[src/hcd_pkg.sv]
// Shared constants and types of the host command decoder: command and
// status identifiers, packet sizes, crash-dump field codes and carriers.
// Assumes a byte-wide command stream and a byte-wide status stream.
package hcd_pkg;

	////////////////////////////////////////////////////////////////////////
	// Command identifiers
	localparam logic [15:0] CMD_POST_MORTEM = 16'h0001;
	localparam logic [15:0] CMD_FW_UPLOAD   = 16'h0002;
	localparam logic [15:0] CMD_RAM_BOOT    = 16'h0003;
	localparam logic [15:0] CMD_FW_FIRST    = 16'h0007; // Injection mode
	localparam logic [15:0] CMD_SELF_TEST   = 16'h000B;
	localparam logic [15:0] CMD_FOC         = 16'h000C;
	localparam logic [15:0] CMD_DUT_CONT    = 16'h0011;
	localparam logic [15:0] CMD_DUT_START   = 16'h0012;
	localparam logic [15:0] CMD_FW_LAST     = 16'h0012;
	localparam logic [15:0] CMD_FIFO_FMT    = 16'h0015;
	localparam logic [15:0] CMD_SPEED_RAISE = 16'h0017;
	localparam logic [15:0] PARAM_WR_FIRST  = 16'h0100;
	localparam logic [15:0] PARAM_WR_LAST   = 16'h0FFF;
	localparam logic [15:0] PARAM_RD_FIRST  = 16'h1000;
	localparam logic [15:0] PARAM_RD_LAST   = 16'h1FFF;

	////////////////////////////////////////////////////////////////////////
	// Command framing
	localparam logic [1:0]  HDR_LAST_BYTE   = 2'h3;     // Id and length
	localparam logic [15:0] SPEED_LEN_FIELD = 16'h0002; // Fixed prefix
	localparam logic [31:0] SPEED_TAIL      = 32'h0000_0080; // LSB first
	localparam logic [17:0] SPEED_TAIL_LEN  = 18'h00004;

	////////////////////////////////////////////////////////////////////////
	// Status packets
	localparam logic [15:0] STAT_CRASH_DUMP = 16'h0003;
	localparam logic [15:0] STAT_SPEED      = 16'h000F;
	localparam logic [15:0] STAT_CMD_ERROR  = 16'h000D;
	localparam logic [15:0] SMALL_LEN       = 16'h0004;
	localparam logic [15:0] CRASH_LEN       = 16'h00C9; // Bytes after 0x03
	localparam logic [7:0]  ERR_COMMAND     = 8'hC0;
	localparam logic [7:0]  SMALL_LAST_IDX  = 8'h07;
	localparam logic [7:0]  CRASH_LAST_IDX  = 8'hCC;
	localparam int          CRASH_BYTES     = 205;
	localparam int          RSVD_BYTES      = 21;       // 0xB8 to 0xCC

	////////////////////////////////////////////////////////////////////////
	// Crash-dump codes
	localparam logic [7:0]  RST_REASON_POR  = 8'h00;
	localparam logic [7:0]  RST_REASON_EXT  = 8'h01;
	localparam logic [7:0]  RST_REASON_HOST = 8'h02;
	localparam logic [7:0]  RST_REASON_WDOG = 8'h04;
	localparam logic [7:0]  ERR_REP_NONE    = 8'h00;
	localparam logic [7:0]  ERR_REP_WDOG    = 8'h19;
	localparam logic [7:0]  ERR_REP_FATAL   = 8'h1B;
	localparam logic [7:0]  ERR_REP_UNHAND  = 8'h44;

	////////////////////////////////////////////////////////////////////////
	// Types
	typedef enum logic [3:0] {
		HND_NONE, HND_CRASH, HND_SPEED, HND_FW_UPLOAD, HND_RAM_BOOT,
		HND_PARAM_WRITE, HND_PARAM_READ, HND_DEVICE_TEST, HND_FOC,
		HND_SELF_TEST, HND_FRAMEWORK
	} hcd_handler_t;

	typedef enum logic [2:0] {
		PK_CRASH = 3'b001,
		PK_SPEED = 3'b010,
		PK_ERROR = 3'b100
	} hcd_pkt_t;

	typedef enum logic [2:0] {
		ST_HDR  = 3'b001,
		ST_PAY  = 3'b010,
		ST_SEND = 3'b100
	} hcd_state_t;

	typedef struct packed {
		logic [7:0] data;
		logic       last;
	} hcd_stat_byte_t;

	typedef struct packed {
		logic         valid;
		hcd_handler_t handler;
		logic [15:0]  cmd_id;
		logic [15:0]  length;
	} hcd_dispatch_t;

	typedef struct packed {
		logic [31:0][31:0] context_words; // Word 0 is core register 0
		logic        crash_valid;
		logic        intctl_valid;
		logic        stack_valid;
		logic        stack_included;
		logic        no_autoexec;
		logic [15:0] stack_size;
		logic [31:0] stack_start;
		logic [31:0] exception_return_address;
		logic [31:0] exception_branch_target;
		logic [31:0] exception_saved_status;
		logic [31:0] exception_cause_word;
		logic [31:0] exception_fault_address;
		logic [3:0]  power_state_field;
		logic        rom_write_err;
		logic        iccm_rsvd_err;
		logic        dccm_rsvd_err;
		logic        reset_por;
		logic        reset_ext;
		logic        reset_host;
		logic        reset_wdog;
		logic [31:0] interrupt_cause;
		logic [7:0]  debug_value;
		logic [7:0]  debug_state;
		logic [7:0]  error_value;
		logic [7:0]  error_aux;
		logic [7:0]  host_int_ctrl;
		logic [7:0]  host_reset_count;
		logic        cause_wdog;
		logic        cause_fatal;
		logic        cause_unhandled;
		logic [31:0] protection_unit_cause;
		logic [31:0] user_stack_pointer;
	} hcd_crash_info_t;

endpackage : hcd_pkg

[src/hcd_skid_buf.sv]
// Two-entry buffer with valid and ready on both sides.
// Assumes both sides run on the same clock; outputs come from flip-flops.
`timescale 1ns/1ps
module hcd_skid_buf #(
	parameter int WIDTH = 9                        // Word width
) (
	input  wire logic             ref_clk_i,       // System clock
	input  wire logic             reset_n_i,       // Sync reset, low
	input  wire logic             in_valid_i,      // Word offered
	input  wire logic [WIDTH-1:0] in_data_i,       // Offered word
	output logic                  in_ready_o,      // Room for a word
	output logic                  out_valid_o,     // Word held
	output logic      [WIDTH-1:0] out_data_o,      // Held word
	input  wire logic             out_ready_i      // Drain takes word
);
	logic             skid_valid;
	logic [WIDTH-1:0] skid_data;

	// Handshake terms
	wire push      = in_valid_i & in_ready_o;
	wire out_free  = ~out_valid_o | out_ready_i;
	wire next_skid = skid_valid ? ~out_free : (push & ~out_free);

	// Ready follows the skid slot so a stalled drain never loses a word
	always_ff @(posedge ref_clk_i) begin
		if (!reset_n_i) begin
			out_valid_o <= 1'b0;
			skid_valid  <= 1'b0;
			in_ready_o  <= 1'b0;
		end else begin
			if (out_free)
				out_valid_o <= skid_valid | push;
			skid_valid <= next_skid;
			in_ready_o <= ~next_skid;
		end
	end

	// Data path, no reset needed
	always_ff @(posedge ref_clk_i) begin
		if (out_free)
			out_data_o <= skid_valid ? skid_data : in_data_i;
		if (push & ~out_free & ~skid_valid)
			skid_data <= in_data_i;
	end
endmodule : hcd_skid_buf

[src/hcd_crash_builder.sv]
// Crash-dump image: lays the saved context into the status packet and
// picks one byte by index. Purely combinational.
// Assumes the crash record inputs are stable while a dump is sent.
`timescale 1ns/1ps
module hcd_crash_builder (
	input  hcd_pkg::hcd_crash_info_t crash_i,  // Saved crash record
	input  wire logic [7:0]          idx_i,    // Packet byte index
	output logic      [7:0]          byte_o    // Packet byte
);
	import hcd_pkg::*;

	logic [8*CRASH_BYTES-1:0] image;
	logic [31:0]              diag_word;
	logic [2:0]               reset_src;
	logic [7:0]               reset_reason;
	logic [7:0]               err_report;

	// Reset-source field is zero after a power-on reset
	assign reset_src = crash_i.reset_por ? 3'h0 :
		{crash_i.reset_wdog, crash_i.reset_host, crash_i.reset_ext};
	assign diag_word = {21'h000000, reset_src, 1'b0,
		crash_i.dccm_rsvd_err, crash_i.iccm_rsvd_err,
		crash_i.rom_write_err, crash_i.power_state_field};

	// Power-on wins when several sources are flagged together, then watchdog, host, external
	assign reset_reason = crash_i.reset_por  ? RST_REASON_POR  :
		crash_i.reset_wdog ? RST_REASON_WDOG :
		crash_i.reset_host ? RST_REASON_HOST :
		crash_i.reset_ext  ? RST_REASON_EXT  : RST_REASON_POR;
	assign err_report = crash_i.cause_wdog      ? ERR_REP_WDOG  :
		crash_i.cause_fatal     ? ERR_REP_FATAL  :
		crash_i.cause_unhandled ? ERR_REP_UNHAND : ERR_REP_NONE;

	// Lowest byte sits on the right, so every field goes out LSB first
	assign image = {{RSVD_BYTES{8'h00}},
		crash_i.user_stack_pointer, crash_i.protection_unit_cause,
		err_report, crash_i.host_reset_count, reset_reason,
		crash_i.host_int_ctrl, crash_i.error_aux, crash_i.error_value,
		crash_i.debug_state, crash_i.debug_value,
		crash_i.interrupt_cause, diag_word,
		crash_i.exception_fault_address, crash_i.exception_cause_word,
		crash_i.exception_saved_status, crash_i.exception_branch_target,
		crash_i.exception_return_address,
		crash_i.stack_start, crash_i.stack_size,
		{4'h0, crash_i.no_autoexec, crash_i.stack_included,
		 crash_i.stack_valid, crash_i.intctl_valid},
		{7'h00, crash_i.crash_valid},
		crash_i.context_words,
		CRASH_LEN, STAT_CRASH_DUMP};

	// Byte pick, index kept in range by the sender
	assign byte_o = image[{idx_i, 3'b000} +: 8];
endmodule : hcd_crash_builder

[src/hcd_top.sv]
// Host command decoder: takes command bytes from the host interface,
// checks each command against the running mode, routes accepted ones to
// their handlers and answers locally with crash-dump, speed-raise and
// command-error status packets.
// Assumes the command stream comes from logic on the same clock and that
// handlers consume forwarded payload bytes without back-pressure.
//
// Summary of operation
// - Boot-only commands refused under the framework
// - 0x0100-0x0FFF routed as parameter writes
// - 0x1000-0x1FFF routed as parameter reads
// - Test start and continue routed to test
// - Offset compensation and self-test routed
// - Malformed or invalid commands get error packet
// - Post-mortem command carries zero length field
// - Post-mortem command returns the crash dump
// - Dump starts with code then byte count
// - Saved processor context fills bytes 0x04-0x83
// - Byte 0x84 flags crash information present
// - Byte 0x85 carries four dump flags
// - Stack size and start follow the flags
// - Exception registers, diagnostic, interrupt cause follow
// - Five host register copies at 0xA8-0xAC
// - Byte 0xAD encodes the reset cause
// - Byte 0xAF reports the error cause
// - Protection cause, user stack, reserved tail
// - Reset-source field cleared after power-on
// - Diagnostic word power state and access flags
`timescale 1ns/1ps
module hcd_top (
	input  wire logic                     ref_clk_i,           // 100 MHz clock
	input  wire logic                     reset_n_i,           // Sync reset, low
	input  wire logic                     bootloader_active_i, // Boot mode
	input  wire logic                     cmd_valid_i,         // Command byte
	input  wire logic [7:0]               cmd_data_i,          // Byte value
	output logic                          cmd_ready_o,         // Byte taken
	input  hcd_pkg::hcd_crash_info_t      crash_i,             // Crash record
	output logic                          stat_valid_o,        // Status byte
	output hcd_pkg::hcd_stat_byte_t       stat_o,              // Byte, last
	input  wire logic                     stat_ready_i,        // Host reads
	output hcd_pkg::hcd_dispatch_t        disp_o,              // Route pulse
	output logic                          pay_valid_o,         // Payload byte
	output logic [7:0]                    pay_data_o,          // Payload value
	output logic                          turbo_req_o          // Speed raised
);
	import hcd_pkg::*;

	////////////////////////////////////////////////////////////////////////
	// Classification of an identifier in the current mode
	function automatic hcd_handler_t classify(input logic [15:0] id,
	                                          input logic        boot);
		hcd_handler_t h;
		h = HND_NONE;
		if (boot) begin
			// Bootloader set only
			case (id)
				CMD_POST_MORTEM: h = HND_CRASH;
				CMD_FW_UPLOAD:   h = HND_FW_UPLOAD;
				CMD_RAM_BOOT:    h = HND_RAM_BOOT;
				CMD_SPEED_RAISE: h = HND_SPEED;
				default:         h = HND_NONE;
			endcase
		end else if (id >= PARAM_WR_FIRST && id <= PARAM_WR_LAST) begin
			h = HND_PARAM_WRITE;
		end else if (id >= PARAM_RD_FIRST && id <= PARAM_RD_LAST) begin
			h = HND_PARAM_READ;
		end else if (id == CMD_DUT_CONT || id == CMD_DUT_START) begin
			h = HND_DEVICE_TEST;
		end else if (id == CMD_FOC) begin
			h = HND_FOC;
		end else if (id == CMD_SELF_TEST) begin
			h = HND_SELF_TEST;
		end else if ((id >= CMD_FW_FIRST && id <= CMD_FW_LAST) ||
		             id == CMD_FIFO_FMT) begin
			h = HND_FRAMEWORK;
		end
		return h;
	endfunction : classify

	// Handlers outside this block receive the command
	function automatic logic routed(input hcd_handler_t h);
		return h != HND_NONE && h != HND_CRASH && h != HND_SPEED;
	endfunction : routed

	////////////////////////////////////////////////////////////////////////
	// State
	hcd_state_t   state;
	hcd_state_t   next_state;
	logic [23:0]  hdr;          // First three header bytes
	logic [1:0]   hdr_cnt;
	logic [15:0]  cmd_id;
	hcd_handler_t hnd;
	logic [17:0]  pay_left;
	logic         bad;          // Command found malformed so far
	logic         fwd;          // Payload goes to a handler
	hcd_pkt_t     pkt;
	logic [7:0]   idx;

	// Buffer links
	logic           buf_ready;
	hcd_stat_byte_t buf_in;
	logic [7:0]     crash_byte;

	////////////////////////////////////////////////////////////////////////
	// Header decode
	logic         take;
	logic         hdr_done;
	logic [15:0]  new_id;
	logic [15:0]  new_len;
	hcd_handler_t new_hnd;
	logic [17:0]  new_pay;
	logic         len_bad;

	assign take     = cmd_valid_i & cmd_ready_o;
	assign hdr_done = take & (state == ST_HDR) & (hdr_cnt == HDR_LAST_BYTE);
	assign new_id   = hdr[15:0];
	assign new_len  = {cmd_data_i, hdr[23:16]};
	assign new_hnd  = classify(new_id, bootloader_active_i);

	// Upload length counts words; the speed command has a fixed tail
	assign new_pay = (new_hnd == HND_FW_UPLOAD) ? {new_len, 2'b00} :
	                 (new_hnd == HND_SPEED)     ? SPEED_TAIL_LEN :
	                 {2'b00, new_len};

	// Zero-length and fixed-prefix checks
	assign len_bad = ((new_hnd == HND_CRASH) & (new_len != 16'h0000)) |
	                 ((new_hnd == HND_RAM_BOOT) & (new_len != 16'h0000)) |
	                 ((new_hnd == HND_SPEED) & (new_len != SPEED_LEN_FIELD));

	////////////////////////////////////////////////////////////////////////
	// Payload tracking and speed tail check
	logic        pay_last;
	logic [1:0]  tail_sel;
	logic        tail_mis;

	assign pay_last = take & (state == ST_PAY) & (pay_left == 18'h00001);
	assign tail_sel = 2'(3'h4 - pay_left[2:0]);
	assign tail_mis = take & (state == ST_PAY) & (hnd == HND_SPEED) &
	                  (cmd_data_i != SPEED_TAIL[{tail_sel, 3'b000} +: 8]);

	////////////////////////////////////////////////////////////////////////
	// Command completion and the answer it needs
	logic         finish;
	logic         fin_bad;
	hcd_handler_t fin_hnd;
	logic         need_resp;
	hcd_pkt_t     fin_pkt;

	assign finish  = (hdr_done & (new_pay == 18'h00000)) | pay_last;
	assign fin_bad = hdr_done ? ((new_hnd == HND_NONE) | len_bad)
	                          : (bad | tail_mis);
	assign fin_hnd = hdr_done ? new_hnd : hnd;

	// Errors take priority over any normal answer
	assign need_resp = fin_bad | (fin_hnd == HND_CRASH) | (fin_hnd == HND_SPEED);
	assign fin_pkt   = fin_bad                ? PK_ERROR :
	                   (fin_hnd == HND_CRASH) ? PK_CRASH :
	                                            PK_SPEED;

	////////////////////////////////////////////////////////////////////////
	// Status packet byte generation
	logic       push;
	logic       push_last;
	logic [7:0] small_byte;
	logic [7:0] last_idx;
	logic [15:0] small_code;

	assign push       = (state == ST_SEND) & buf_ready;
	assign last_idx   = (pkt == PK_CRASH) ? CRASH_LAST_IDX : SMALL_LAST_IDX;
	assign push_last  = push & (idx == last_idx);
	assign small_code = (pkt == PK_SPEED) ? STAT_SPEED : STAT_CMD_ERROR;

	// Short packet: code, length, echoed command, status, all LSB first
	always_comb begin
		case (idx[2:0])
			3'h0:    small_byte = small_code[7:0];
			3'h1:    small_byte = small_code[15:8];
			3'h2:    small_byte = SMALL_LEN[7:0];
			3'h3:    small_byte = SMALL_LEN[15:8];
			3'h4:    small_byte = cmd_id[7:0];
			3'h5:    small_byte = cmd_id[15:8];
			3'h6:    small_byte = (pkt == PK_ERROR) ? ERR_COMMAND : 8'h00;
			default: small_byte = 8'h00;
		endcase
	end

	assign buf_in.data = (pkt == PK_CRASH) ? crash_byte : small_byte;
	assign buf_in.last = (idx == last_idx);

	////////////////////////////////////////////////////////////////////////
	// Next state
	always_comb begin
		case (state)
			ST_HDR: begin
				if (finish & need_resp)
					next_state = ST_SEND;
				else if (hdr_done & ~finish)
					next_state = ST_PAY;
				else
					next_state = ST_HDR;
			end
			ST_PAY: begin
				if (pay_last)
					next_state = need_resp ? ST_SEND : ST_HDR;
				else
					next_state = ST_PAY;
			end
			ST_SEND:  next_state = push_last ? ST_HDR : ST_SEND;
			default:  next_state = ST_HDR;
		endcase
	end

	////////////////////////////////////////////////////////////////////////
	// Control registers
	always_ff @(posedge ref_clk_i) begin
		if (!reset_n_i) begin
			state       <= ST_HDR;
			cmd_ready_o <= 1'b0;
			hdr_cnt     <= 2'h0;
			bad         <= 1'b0;
			fwd         <= 1'b0;
			hnd         <= HND_NONE;
			pkt         <= PK_ERROR;
			idx         <= 8'h00;
			pay_left    <= 18'h00000;
			turbo_req_o <= 1'b0;
		end else begin
			state       <= next_state;
			// Commands stall while a status packet is being queued
			cmd_ready_o <= (next_state != ST_SEND);
			if (take & (state == ST_HDR))
				hdr_cnt <= hdr_cnt + 2'h1;
			if (hdr_done) begin
				hnd      <= new_hnd;
				bad      <= (new_hnd == HND_NONE) | len_bad;
				fwd      <= routed(new_hnd) & ~len_bad;
				pay_left <= new_pay;
			end else if (take & (state == ST_PAY)) begin
				pay_left <= pay_left - 18'h00001;
				bad      <= bad | tail_mis;
			end
			if (finish)
				pkt <= fin_pkt;
			idx <= push_last ? 8'h00 : (push ? idx + 8'h01 : idx);
			// Long Run mode returns only through a reset
			if (finish & ~fin_bad & (fin_hnd == HND_SPEED))
				turbo_req_o <= 1'b1;
		end
	end

	// Header bytes and echoed identifier
	always_ff @(posedge ref_clk_i) begin
		if (!reset_n_i) begin
			hdr    <= 24'h000000;
			cmd_id <= 16'h0000;
		end else begin
			if (take & (state == ST_HDR))
				hdr <= {cmd_data_i, hdr[23:8]};
			if (hdr_done)
				cmd_id <= new_id;
		end
	end

	////////////////////////////////////////////////////////////////////////
	// Routing pulse and forwarded payload
	always_ff @(posedge ref_clk_i) begin
		if (!reset_n_i) begin
			disp_o      <= '0;
			pay_valid_o <= 1'b0;
			pay_data_o  <= 8'h00;
		end else begin
			disp_o.valid   <= hdr_done & routed(new_hnd) & ~len_bad;
			disp_o.handler <= new_hnd;
			disp_o.cmd_id  <= new_id;
			disp_o.length  <= new_len;
			pay_valid_o    <= take & (state == ST_PAY) & fwd;
			pay_data_o     <= cmd_data_i;
		end
	end

	////////////////////////////////////////////////////////////////////////
	// Crash image and status buffer
	hcd_crash_builder u_crash (
		.crash_i (crash_i),
		.idx_i   (idx),
		.byte_o  (crash_byte)
	);

	// Two entries keep a host stall from dropping a byte
	hcd_skid_buf #(
		.WIDTH ($bits(hcd_stat_byte_t))
	) u_buf (
		.ref_clk_i   (ref_clk_i),
		.reset_n_i   (reset_n_i),
		.in_valid_i  (state == ST_SEND),
		.in_data_i   (buf_in),
		.in_ready_o  (buf_ready),
		.out_valid_o (stat_valid_o),
		.out_data_o  (stat_o),
		.out_ready_i (stat_ready_i)
	);
endmodule : hcd_top

[config.mk]
export PLATFORM = sky130hd
export DESIGN_NAME = hcd_top
export DESIGN_NICKNAME = d
export VERILOG_FILES = /design/src/hcd_pkg.sv /design/src/hcd_skid_buf.sv /design/src/hcd_crash_builder.sv /design/src/hcd_top.sv
export SDC_FILE = /design/constraint.sdc
export NUM_CORES = 1
export LEC_CHECK = 0
export BUFFER_PORTS_ARGS = -buffer_cell sky130_fd_sc_hd__buf_4
export CORE_AREA = 2 2 572 574
export CTS_CLUSTER_SIZE = 20
export DETAILED_ROUTE_END_ITERATION = 8
export DIE_AREA = 0 0 574 576
export MAX_ROUTING_LAYER = met4
export SETUP_SLACK_MARGIN = 0.5
export SLEW_MARGIN = 20
export SYNTH_ARGS = -nofsm -noshare
export SYNTH_HDL_FRONTEND = slang
export SYNTH_HIERARCHICAL = 1
export SYNTH_SLANG_ARGS = --single-unit
[constraint.sdc]
create_clock -name ref_clk_i -period 3.2 [get_ports ref_clk_i]
set_input_delay 0.16 -clock ref_clk_i [delete_from_list [all_inputs] [get_ports ref_clk_i]]
set_output_delay 0.16 -clock ref_clk_i [all_outputs]
set_load 0.02 [all_outputs]
==> impl_metrics.yaml, run 1 <==
setup_path:
  path_buf_inv: 4
  crit_slowest_cell: "mux4_2"
  cp.arrival_ps: 3720
  critPathKind: "reg -> reg"
  worstPathCellList: "buf_12, buf_16, buf_12, buf_4, mux4_2, mux4_2, a21oi_4, a211o_1, o221ai_4, nand2_1, o21ai_1, mux2_4"
  cp.depth: 12
  crit_required_ps: 3390
  slowest_delay_ps: 660
  crit_fanout: 6
  cp-start-kind: "flop"
  crit_path_end_kind: "flop"
  crit_family: "multiplexers"
  ff2ff_path_depth: 12
route:
  drt_pass1_iterations: 5
  wire_per_inst_um: 31.23
  drt_iter0_markers: 2096
  vias: 25460
  antenna_left: 0
  remaining_drc_errors: 0
  wl_um: 249400
  via_per_inst: 3.188
min_path:
  hold_depth: 3
  hp-class: "in -> reg"
logic_synthesis:
  synthTopCellsByCount: "262 x mux4_2, 177 x mux2i_1, 156 x nand2_1"
  yosysSeqAreaShare_pct: 16.64
  synth_edf_count: 18
  syn_area_sq_um: 18050
  yosysMostFrequentCell: "mux4_2"
  synth_top_flop_cell: "dfxtp_1"
  ys_warn_count: 6
  synth_top_cell_area_share_pct: 32.69
  yosys_register_bits: 141
  synth.distinct_cells: 87
  synth_area_leaders: "mux4_2 33%, dfxtp_1 14%, mux2i_1 9.8%"
  async_flop_share_pct: 0
  netlist_instances: 1752
  syn_avg_cell_area_sq_um: 10.30
  syn_nets: 3167
  yosysTopAreaCell: "mux4_2"
floorplan:
  die_w_um: 574
  rows: 210
  start_util_pct: 5.549
  die_area_sq_um: 330600
  core-area_sq_um: 325300
  ios: 1466
  dieHeight_um: 576
finish:
  design_area_sq_um: 40510
  area_growth_pct: 124.4
  final_layout_size_suffix_gt1_share_pct: 69.41
  finalCoreUtilization_pct: 12.45
  fin_cells: 7987
  layout.nets: 4936
timing:
  setup_viol: 14
  rsz0062_at_grt: "true"
  fin_crit_sh_pct: 110.2
  fin_ws_ps: -327.8
  finalClockSkew_ps: 14.32
  tightest_slew_ps: 1011
  slew_viol_final: 0
  clock.fmax_mhz: 283.5
  fin_crit_ps: 3528
  hold_violations: 0
  maxSlewHeadroom_pct: 32.54
clock_tree:
  cts_buffers: 17
  cts_tree: "yes"
  cts-htree-levels: 4
  cts_sinks: 141
  cts_root_buf: "clkbuf_16"
  clk_latency_ps: 440
  clkSlewWorstSetupHoldPaths_ps: 70
  cts_buffer_depth: 2
grt:
  grt_pass1_wl_um: 302000
  antenna_found_initial: 163
  grt_max_degree: 60
  overflow: 0
  grt_pass1_vias: 25800
  grt_usage_pct: 14.75
place:
  io_buffer_count: 1465
  dp_hpwl_um: 219500
  dp.cells: 7746
  routabilityCongestion: 1.022
  place_area_sq_um: 37280
run:
  maxCapViolCount: 0
status:
  status: "finished with violations"
  violations: "negative setup slack"
power_and_ir_drop:
  power.total_uw: 6430
  leakage_uw: 0.01531
  vdd_drop_max_uv: 343.7
  p_per_area_nw_per_um2: 158.7
## final timing paths
kind / startpoint / endpoint / slack, ps
worst max-delay path: idx[0] / u_buf/out_data_o[5] / -330
worst min-delay path: cmd_data_i[7] / hdr[23] / 40
worst max register to register: idx[0] / u_buf/out_data_o[5] / -330
worst min register to register: fwd / pay_valid_o / 450
## worst register-to-register path: cells and delay by family (launching register included)
family                 cells  cell delay, ps
buffers and inverters      4             660
muxes                      3            1450
DFF                        1             360
AOI/OAI and AO/OA          4             720
and+or+nand+nor            1             110
## layout make-up
cell class,instances,area [sq um]
antenna,107,267.8
multi-input combinational,1394,14870
timing repair buffer,1948,16230
clock buffer,20,446.7
tap,4346,5438
sequential,141,3032
clock inverter,12,148.9
fill,37330,284800
inverter,19,81.33
## kinds of logic (layout without fill, tap and decap cells)
group                    after synthesis  after routing  share of synthesized area [%]
AO/OA/AOI/OAI                        448            448                          17.27
XOR/XNOR                              22             22                          1.068
adder cells (fa/ha/maj)                7              7                         0.4852
buffers and inverters                217           1999                          6.918
flip-flops                           141            141                          16.64
multiplexers                         480            480                          45.42
other                                  0            107                              0
AND/OR/NAND/NOR                      437            437                          12.20
## layer usage
metal	vias to the layer above	share of wire [%]	wire [um]	GRT usage (%)
met2	1575	48	120800	24.57
met5	-	0	0	-
li1	10840	-	-	-
met4	0	3.7	9222	4.570
met3	290	7.4	18530	3.839
met1	12750	40	100800	17.28
## state kept, by name, summed over array words and instances (netlist names)
name / count
pay_left: 18
cmd_id: 16
u_buf/out_data_o: 9
turbo_req_o: 1
state: 3
u_buf/skid_valid: 1
cmd_ready_o: 1
u_buf/skid_data: 9
disp_o: 37
pkt: 3
pay_valid_o: 1
fwd: 1
hdr_cnt: 2
idx: 8
hdr: 24
u_buf/out_valid_o: 1
hnd: 4
u_buf/in_ready_o: 1
bad: 1
## power by group
group	leakage, uW	internal, uW	switching [uW]
logic	0.0138	1540	922
clock network	0.000283	1190	947
registers	0.00120	1800	26.2
## stage by stage
stage	setup TNS [ps]	hold slack, ps	worst slack, ps
2_1_floorplan	0	277.6	369.0
3_3_place_gp	-15970	419.8	-1623
3_5_place_dp	-12350	430.8	-1313
4_1_cts	-3285	11.62	-373.5
5_1_grt	-3988	22.35	-401.7
6_report	-2425	35.33	-327.8
## cells in the final DEF, fill, tap and decap left out, types with 24 or more instances in the layout
cell      count
mux2i_1     155
mux4_2      263
dfxtp_1     112
o21ai_0      39
a221oi_1     24
o221ai_1     39
mux2_2       24
diode_2     107
buf_6        32
buf_4      1803
buf_12       82
nor2_1       79
and2_1       42
a21oi_1      96
nand2_1     149
## repair_timing
item / CTS / global route
hold endpoints to repair: 11 / 0
gates cloned: 9 / 1
gates resized for setup: 209 / 50
hold buffers: 7 / 0
pin swaps: 40 / 29
endpoints found under the setup margin: 23 / 32
setup buffers: 64 / 21
No activity file was read; power rests on OpenSTA's default activity.
==> inputs of run 2 (changes only) <==
==> constraint.sdc (replaced) <==
create_clock -name ref_clk_i -period 3.2 [get_ports ref_clk_i]
set_input_delay 0.64 -clock ref_clk_i [delete_from_list [all_inputs] [get_ports ref_clk_i]]
set_output_delay 0.64 -clock ref_clk_i [all_outputs]
set_load 0.02 [all_outputs]
==> impl_metrics.yaml, run 2 (synthesis gave the netlist of run 1 again) <==
floorplan:
  rows: 210
  die_area_sq_um: 330600
  ios: 1466
  dieHeight_um: 576
  core-area_sq_um: 325300
  die_w_um: 574
  start_util_pct: 5.549
min_path:
  hp-class: "in -> reg"
grt:
  grt_pass1_wl_um: 299200
  grt_usage_pct: 14.65
  grt_max_degree: 47
  overflow: 0
  grt_pass1_vias: 25340
  antenna_found_initial: 198
status:
  violations: "negative setup slack"
  status: "finished with violations"
timing:
  setup_viol: 16
  hold_violations: 0
  fin_crit_ps: 3623
  maxSlewHeadroom_pct: 38.32
  finalClockSkew_ps: 26.01
  clock.fmax_mhz: 276.0
  fin_ws_ps: -422.7
  rsz0062_at_grt: "true"
  worst_hold_slack_ps: 449.8
  slew_viol_final: 0
  tightest_slew_ps: 923.9
  fin_crit_sh_pct: 113.2
  tns_ps: -3755
setup_path:
  crit_family: "buffers and inverters"
  crit_slowest_cell: "dfxtp_4"
  cp.arrival_ps: 3800
  path_buf_inv: 7
  crit_required_ps: 3380
  slowest_delay_ps: 410
  worstPathCellList: "buf_12, buf_12, buf_12, buf_4, bufbuf_16, mux2i_1, buf_4, o221ai_1, a21oi_1, a21oi_2, a21oi_2, buf_4, o221ai_2, nand2_2, o21ai_2, mux2_4"
  crit_fanout: 6
  r2r_slack_ps: -420
  cp-start-kind: "flop"
  crit_path_end_kind: "flop"
  critPathKind: "reg -> reg"
power_and_ir_drop:
  switching_power_uw: 1886
  cell_internal_pwr_uw: 4447
  p_comb_share_pct: 38.7
  p_per_area_nw_per_um2: 158.2
  vdd_drop_max_uv: 309.9
  seqPwrFrac_pct: 28.9
  clock_power_share_pct: 32.5
  netSwitchingFraction_pct: 29.78
  leakage_uw: 0.01516
finish:
  fin_cells: 7974
  final_layout_size_suffix_gt1_share_pct: 68.88
  register_area_sq_um: 3034
  layout.nets: 4914
  area_growth_pct: 121.8
  largest_reg_flops: 37
  design_area_sq_um: 40030
  fill_cells: 37480
  multi_input_area_sq_um: 14640
  layout_common_cells: "1793 x buf_4, 264 x mux4_2, 162 x mux2i_1, 151 x nand2_1, 110 x dfxtp_1"
  finalCoreUtilization_pct: 12.31
  final_common_cell: "buf_4"
  regMostFlops: "disp_o"
  reg_top3: "disp_o x37, hdr x24, pay_left x18"
clock_tree:
  ctsHoldBuffers: 0
  cts_tree: "yes"
  cts_buffers: 17
  clk_latency_ps: 450
  cts_sinks: 141
  clkSlewWorstSetupHoldPaths_ps: 80
  cts_buffer_depth: 2
  cts-htree-levels: 4
  cts_root_buf: "clkbuf_16"
place:
  io_buffer_count: 1465
  dp_hpwl_um: 221300
  dp.cells: 7760
  place_area_sq_um: 37250
  routabilityCongestion: 0.9656
route:
  wl_um: 247200
  drt_pass1_iterations: 6
  vias: 25260
  antenna_left: 0
  wire_per_inst_um: 31.00
  drt_iter0_markers: 2179
  remaining_drc_errors: 0
  via_per_inst: 3.168
run:
  maxCapViolCount: 0
-- run 2: cell types whose count changed in the layout (fill, tap and decap cells not counted), sizes merged --
cell         delta
buf            -18
bufbuf          +1
bufinv          -1
clkbuf          +1
clkinv          +5
clkinvlp        -1
diode           +9
dlygate4sd3     -7
inv             -2
-- run 2: timing repair --
action | CTS | global route
setup buffers | 34 | 22
resized for setup | 168 | 69
gates cloned | 7 | 3
endpoints found under the setup margin | 32 | 34
pin swaps | 24 | 27
-- run 2: power by group through the flow --
stage / Combinational, uW / Clock [uW] / Sequential, uW
3_5_place_dp: 2440 / 0 / 1870
6_report: 2450 / 2060 / 1830
5_1_grt: 2580 / 2170 / 1830
3_3_place_gp: 2420 / 0 / 1870
2_1_floorplan: 470 / 0 / 1870
4_1_cts: 2480 / 2070 / 1830
-- run 2: stage by stage --
step	worst slack, ps	total power, uW
after detailed placement	-1155	4301
after global placement	-1177	4290
after global routing	-510.7	6570
after CTS	-464.7	6380
after floorplan	362.6	2342
final	-422.7	6333
-- run 2: worst paths after layout --
check,cells after the start,end,from
hold reg to reg,2,cmd_id[3],cmd_id[3]
setup / recovery,16,u_buf/out_data_o[5],idx[0]
setup reg to reg,16,u_buf/out_data_o[5],idx[0]
hold / removal,2,disp_o[10],cmd_data_i[2]
-- run 2: per-layer routing --
layer  global-route usage, %  routed length, um  vias up
met4                   4.417               8683        0
met3                   4.143              21920      277
met1                   17.18              97430    12540
li1                        -                  -    10810
met5                       -                  0        -
met2                   24.15             119200     1629
-- run 2: area by class of cell --
| type | count | share of cell area, % |
|---|---|---|
| timing repair buffer | 1926 | 39.88 |
| antenna | 116 | 0.7252 |
| tap | 4346 | 13.58 |
| multi-input combinational | 1394 | 36.58 |
| sequential | 141 | 7.580 |
| clock inverter | 13 | 0.3219 |
| clock buffer | 19 | 1.106 |
| inverter | 19 | 0.2188 |
==> inputs of run 3 (changes only) <==
==> config.mk (replaced) <==
export PLATFORM = sky130hd
export DESIGN_NAME = hcd_top
export DESIGN_NICKNAME = d
export VERILOG_FILES = /design/src/hcd_pkg.sv /design/src/hcd_skid_buf.sv /design/src/hcd_crash_builder.sv /design/src/hcd_top.sv
export SDC_FILE = /design/constraint.sdc
export NUM_CORES = 1
export LEC_CHECK = 0
export CORE_AREA = 2 2 564 566
export CTS_CLUSTER_SIZE = 20
export DETAILED_ROUTE_END_ITERATION = 8
export DIE_AREA = 0 0 566 568
export DONT_BUFFER_PORTS = 1
export GPL_TIMING_DRIVEN = 0
export MAX_ROUTING_LAYER = met4
export SETUP_SLACK_MARGIN = 0.5
export SLEW_MARGIN = 20
export SYNTH_ARGS = -nofsm -noshare
export SYNTH_HDL_FRONTEND = slang
export SYNTH_SLANG_ARGS = --single-unit
==> impl_metrics.yaml, run 3 <==
setup_path:
  crit_path_end_kind: "flop"
  cp-start-kind: "flop"
  crit_fanout: 7
  crit_required_ps: 3380
  critPathKind: "reg -> reg"
  cp.arrival_ps: 4040
min_path:
  hp-class: "in -> reg"
logic_synthesis:
  synth_edf_count: 18
  synth_top_cell_area_share_pct: 38.28
  syn_area_sq_um: 17830
  syn_avg_cell_area_sq_um: 10.22
  ys_warn_count: 0
  yosysSeqAreaShare_pct: 16.84
  synthTopCellsByCount: "303 x mux4_2, 190 x nand2_1, 123 x dfxtp_1"
  yosys_register_bits: 141
  synth.distinct_cells: 83
  netlist_instances: 1744
  synth_top_flop_cell: "dfxtp_1"
  yosysMostFrequentCell: "mux4_2"
  yosysTopAreaCell: "mux4_2"
  async_flop_share_pct: 0
  syn_nets: 3159
  synth_area_leaders: "mux4_2 38%, dfxtp_1 14%, mux2i_1 6.4%"
timing:
  slew_viol_final: 0
  fin_crit_ps: 3859
  clock.fmax_mhz: 259.2
  fin_crit_sh_pct: 120.6
  maxSlewHeadroom_pct: 17.16
  hold_violations: 0
  tightest_slew_ps: 1243
  finalClockSkew_ps: 46.74
  rsz0062_at_grt: "true"
  setup_viol: 19
  tns_ps: -7200
  fin_ws_ps: -658.7
status:
  violations: "negative setup slack"
  status: "finished with violations"
route:
  via_per_inst: 3.496
  wire_per_inst_um: 53.70
  wl_met2_um: 169800
  antenna_left: 0
  dr.max_layer_used: "met4"
  remaining_drc_errors: 0
  drt_iter0_markers: 2589
  drt_pass1_iterations: 6
  wl_met1_um: 135900
  wl_met3_um: 25170
  wl_um: 344300
  vias: 22410
run:
  maxCapViolCount: 0
finish:
  fin_cells: 6411
  layout_common_cells: "303 x mux4_2, 178 x nand2_1, 136 x buf_4, 114 x dfxtp_1, 77 x a21oi_1"
  layout.nets: 3396
  final_common_cell: "mux4_2"
  regMostFlops: "disp_o"
  finalCoreUtilization_pct: 9.819
  largest_reg_flops: 37
  reg_top3: "disp_o x37, hdr x24, pay_left x18"
  area_growth_pct: 74.19
  fill_cells: 36310
  final_layout_size_suffix_gt1_share_pct: 51.86
grt:
  grt_pass1_wl_um: 391000
  overflow: 0
  grt_max_degree: 17
  grt_usage_pct: 21.11
  grt_pass1_vias: 20890
  antenna_found_initial: 329
clock_tree:
  cts_root_buf: "clkbuf_16"
  clkSlewWorstSetupHoldPaths_ps: 80
  cts_buffers: 17
  cts_tree: "yes"
  cts_buffer_depth: 2
  clk_latency_ps: 470
  ctsHoldBuffers: 0
  cts_sinks: 141
  cts-htree-levels: 4
floorplan:
  core-area_sq_um: 316200
  ios: 1466
  start_util_pct: 5.637
  die_area_sq_um: 321500
  rows: 207
  dieHeight_um: 568
  die_w_um: 566
power_and_ir_drop:
  seqPwrFrac_pct: 36.6
  p_per_area_nw_per_um2: 162.4
  leakage_uw: 0.008187
  vdd_drop_max_uv: 287.3
  cell_internal_pwr_uw: 3304
  p_comb_share_pct: 22.5
  switching_power_uw: 1740
  clock_power_share_pct: 40.9
  netSwitchingFraction_pct: 34.49
place:
  pre_cts_ws_ps: -4027
  routabilityCongestion: 1.253
  dp.cells: 5960
  io_buffer_count: 0
  dp_hpwl_um: 293100
run 3: cell types whose count changed after synthesis, moves of 15 or more:
cell and delta:
nand2_1 +34, nand3_1 +16, mux2i_1 -63, o221ai_1 -19, clkbuf_1 +16, nor3_1 +15, buf_1 +20, a221oi_1 -17
buf_4 -17, a21oi_1 -19, mux4_2 +41, buf_6 -27, a211oi_1 +17
run 3: power groups by stage:
stage	Combinational, uW	Sequential, uW	Clock (uW)
2_1_floorplan	511	1870	0
3_3_place_gp	1030	1890	0
3_5_place_dp	1030	1890	0
4_1_cts	1130	1850	2070
5_1_grt	1160	1850	2140
6_report	1130	1850	2060
run 3: what timing repair did:
item,in CTS,in global routing
resized for setup,613,100
gates cloned,2,1
endpoints found under the setup margin,76,70
setup buffers,170,9
pin swaps,75,42
run 3: final cells by class:
type	count	area, sq um	share of cell area (%)
multi-input combinational	1392	15990	51.49
tap	4180	5230	16.84
sequential	141	3027	9.747
buffer	195	2833	9.122
timing repair buffer	217	2735	8.808
antenna	237	593.1	1.910
clock buffer	18	439.2	1.414
clock inverter	14	121.4	0.3908
inverter	17	86.33	0.2780
run 3: logic make-up after synthesis:
family | Yosys count | synth area share (%)
and+or+nand+nor | 492 | 13.55
muxes | 444 | 46.39
AOI/OAI and AO/OA | 427 | 16.71
buffers and inverters | 212 | 4.990
DFF | 141 | 16.84
xor gates and xnor gates | 21 | 1.032
adders and majority gates | 7 | 0.4913
run 3: metrics by stage:
stage	power (uW)	hold WS (ps)	area (sq um)
after floorplan	2384	431.2	18320
after global placement	2919	444.1	23550
after detailed placement	2921	445.3	24520
after CTS	5043	311.7	29940
after global routing	5152	310.3	30950
final	5044	309.4	31050
run 3: path summary, 6_finish.rpt:
path / depth (start not counted) / to / startpoint / slack, ps
worst max-delay path: 13 / u_buf.out_data_o[6] / idx[0] / -660
worst min-delay path: 1 / disp_o[14] / cmd_data_i[6] / 310
worst min register to register: 2 / cmd_id[1] / cmd_id[1] / 460
worst max register to register: 13 / u_buf.out_data_o[6] / idx[0] / -660
run 3: critical path: stages, from the launching register on:
cell      delay, ps
dfxtp_4         420
buf_12          190
buf_12          120
buf_16          110
buf_16          150
buf_12          160
mux2i_4         640
o221ai_2        200
a21oi_1         160
a211o_1         130
a31oi_2         160
a311oi_4        550
o32ai_4         200
mux2_2          340
run 3: routing by layer:
layer / GRT usage (%) / vias to the layer above
li1: - / 7956
met1: 24.03 / 11570
met2: 35.85 / 2255
met3: 5.324 / 630
met4: 7.203 / 0
met5: - / -
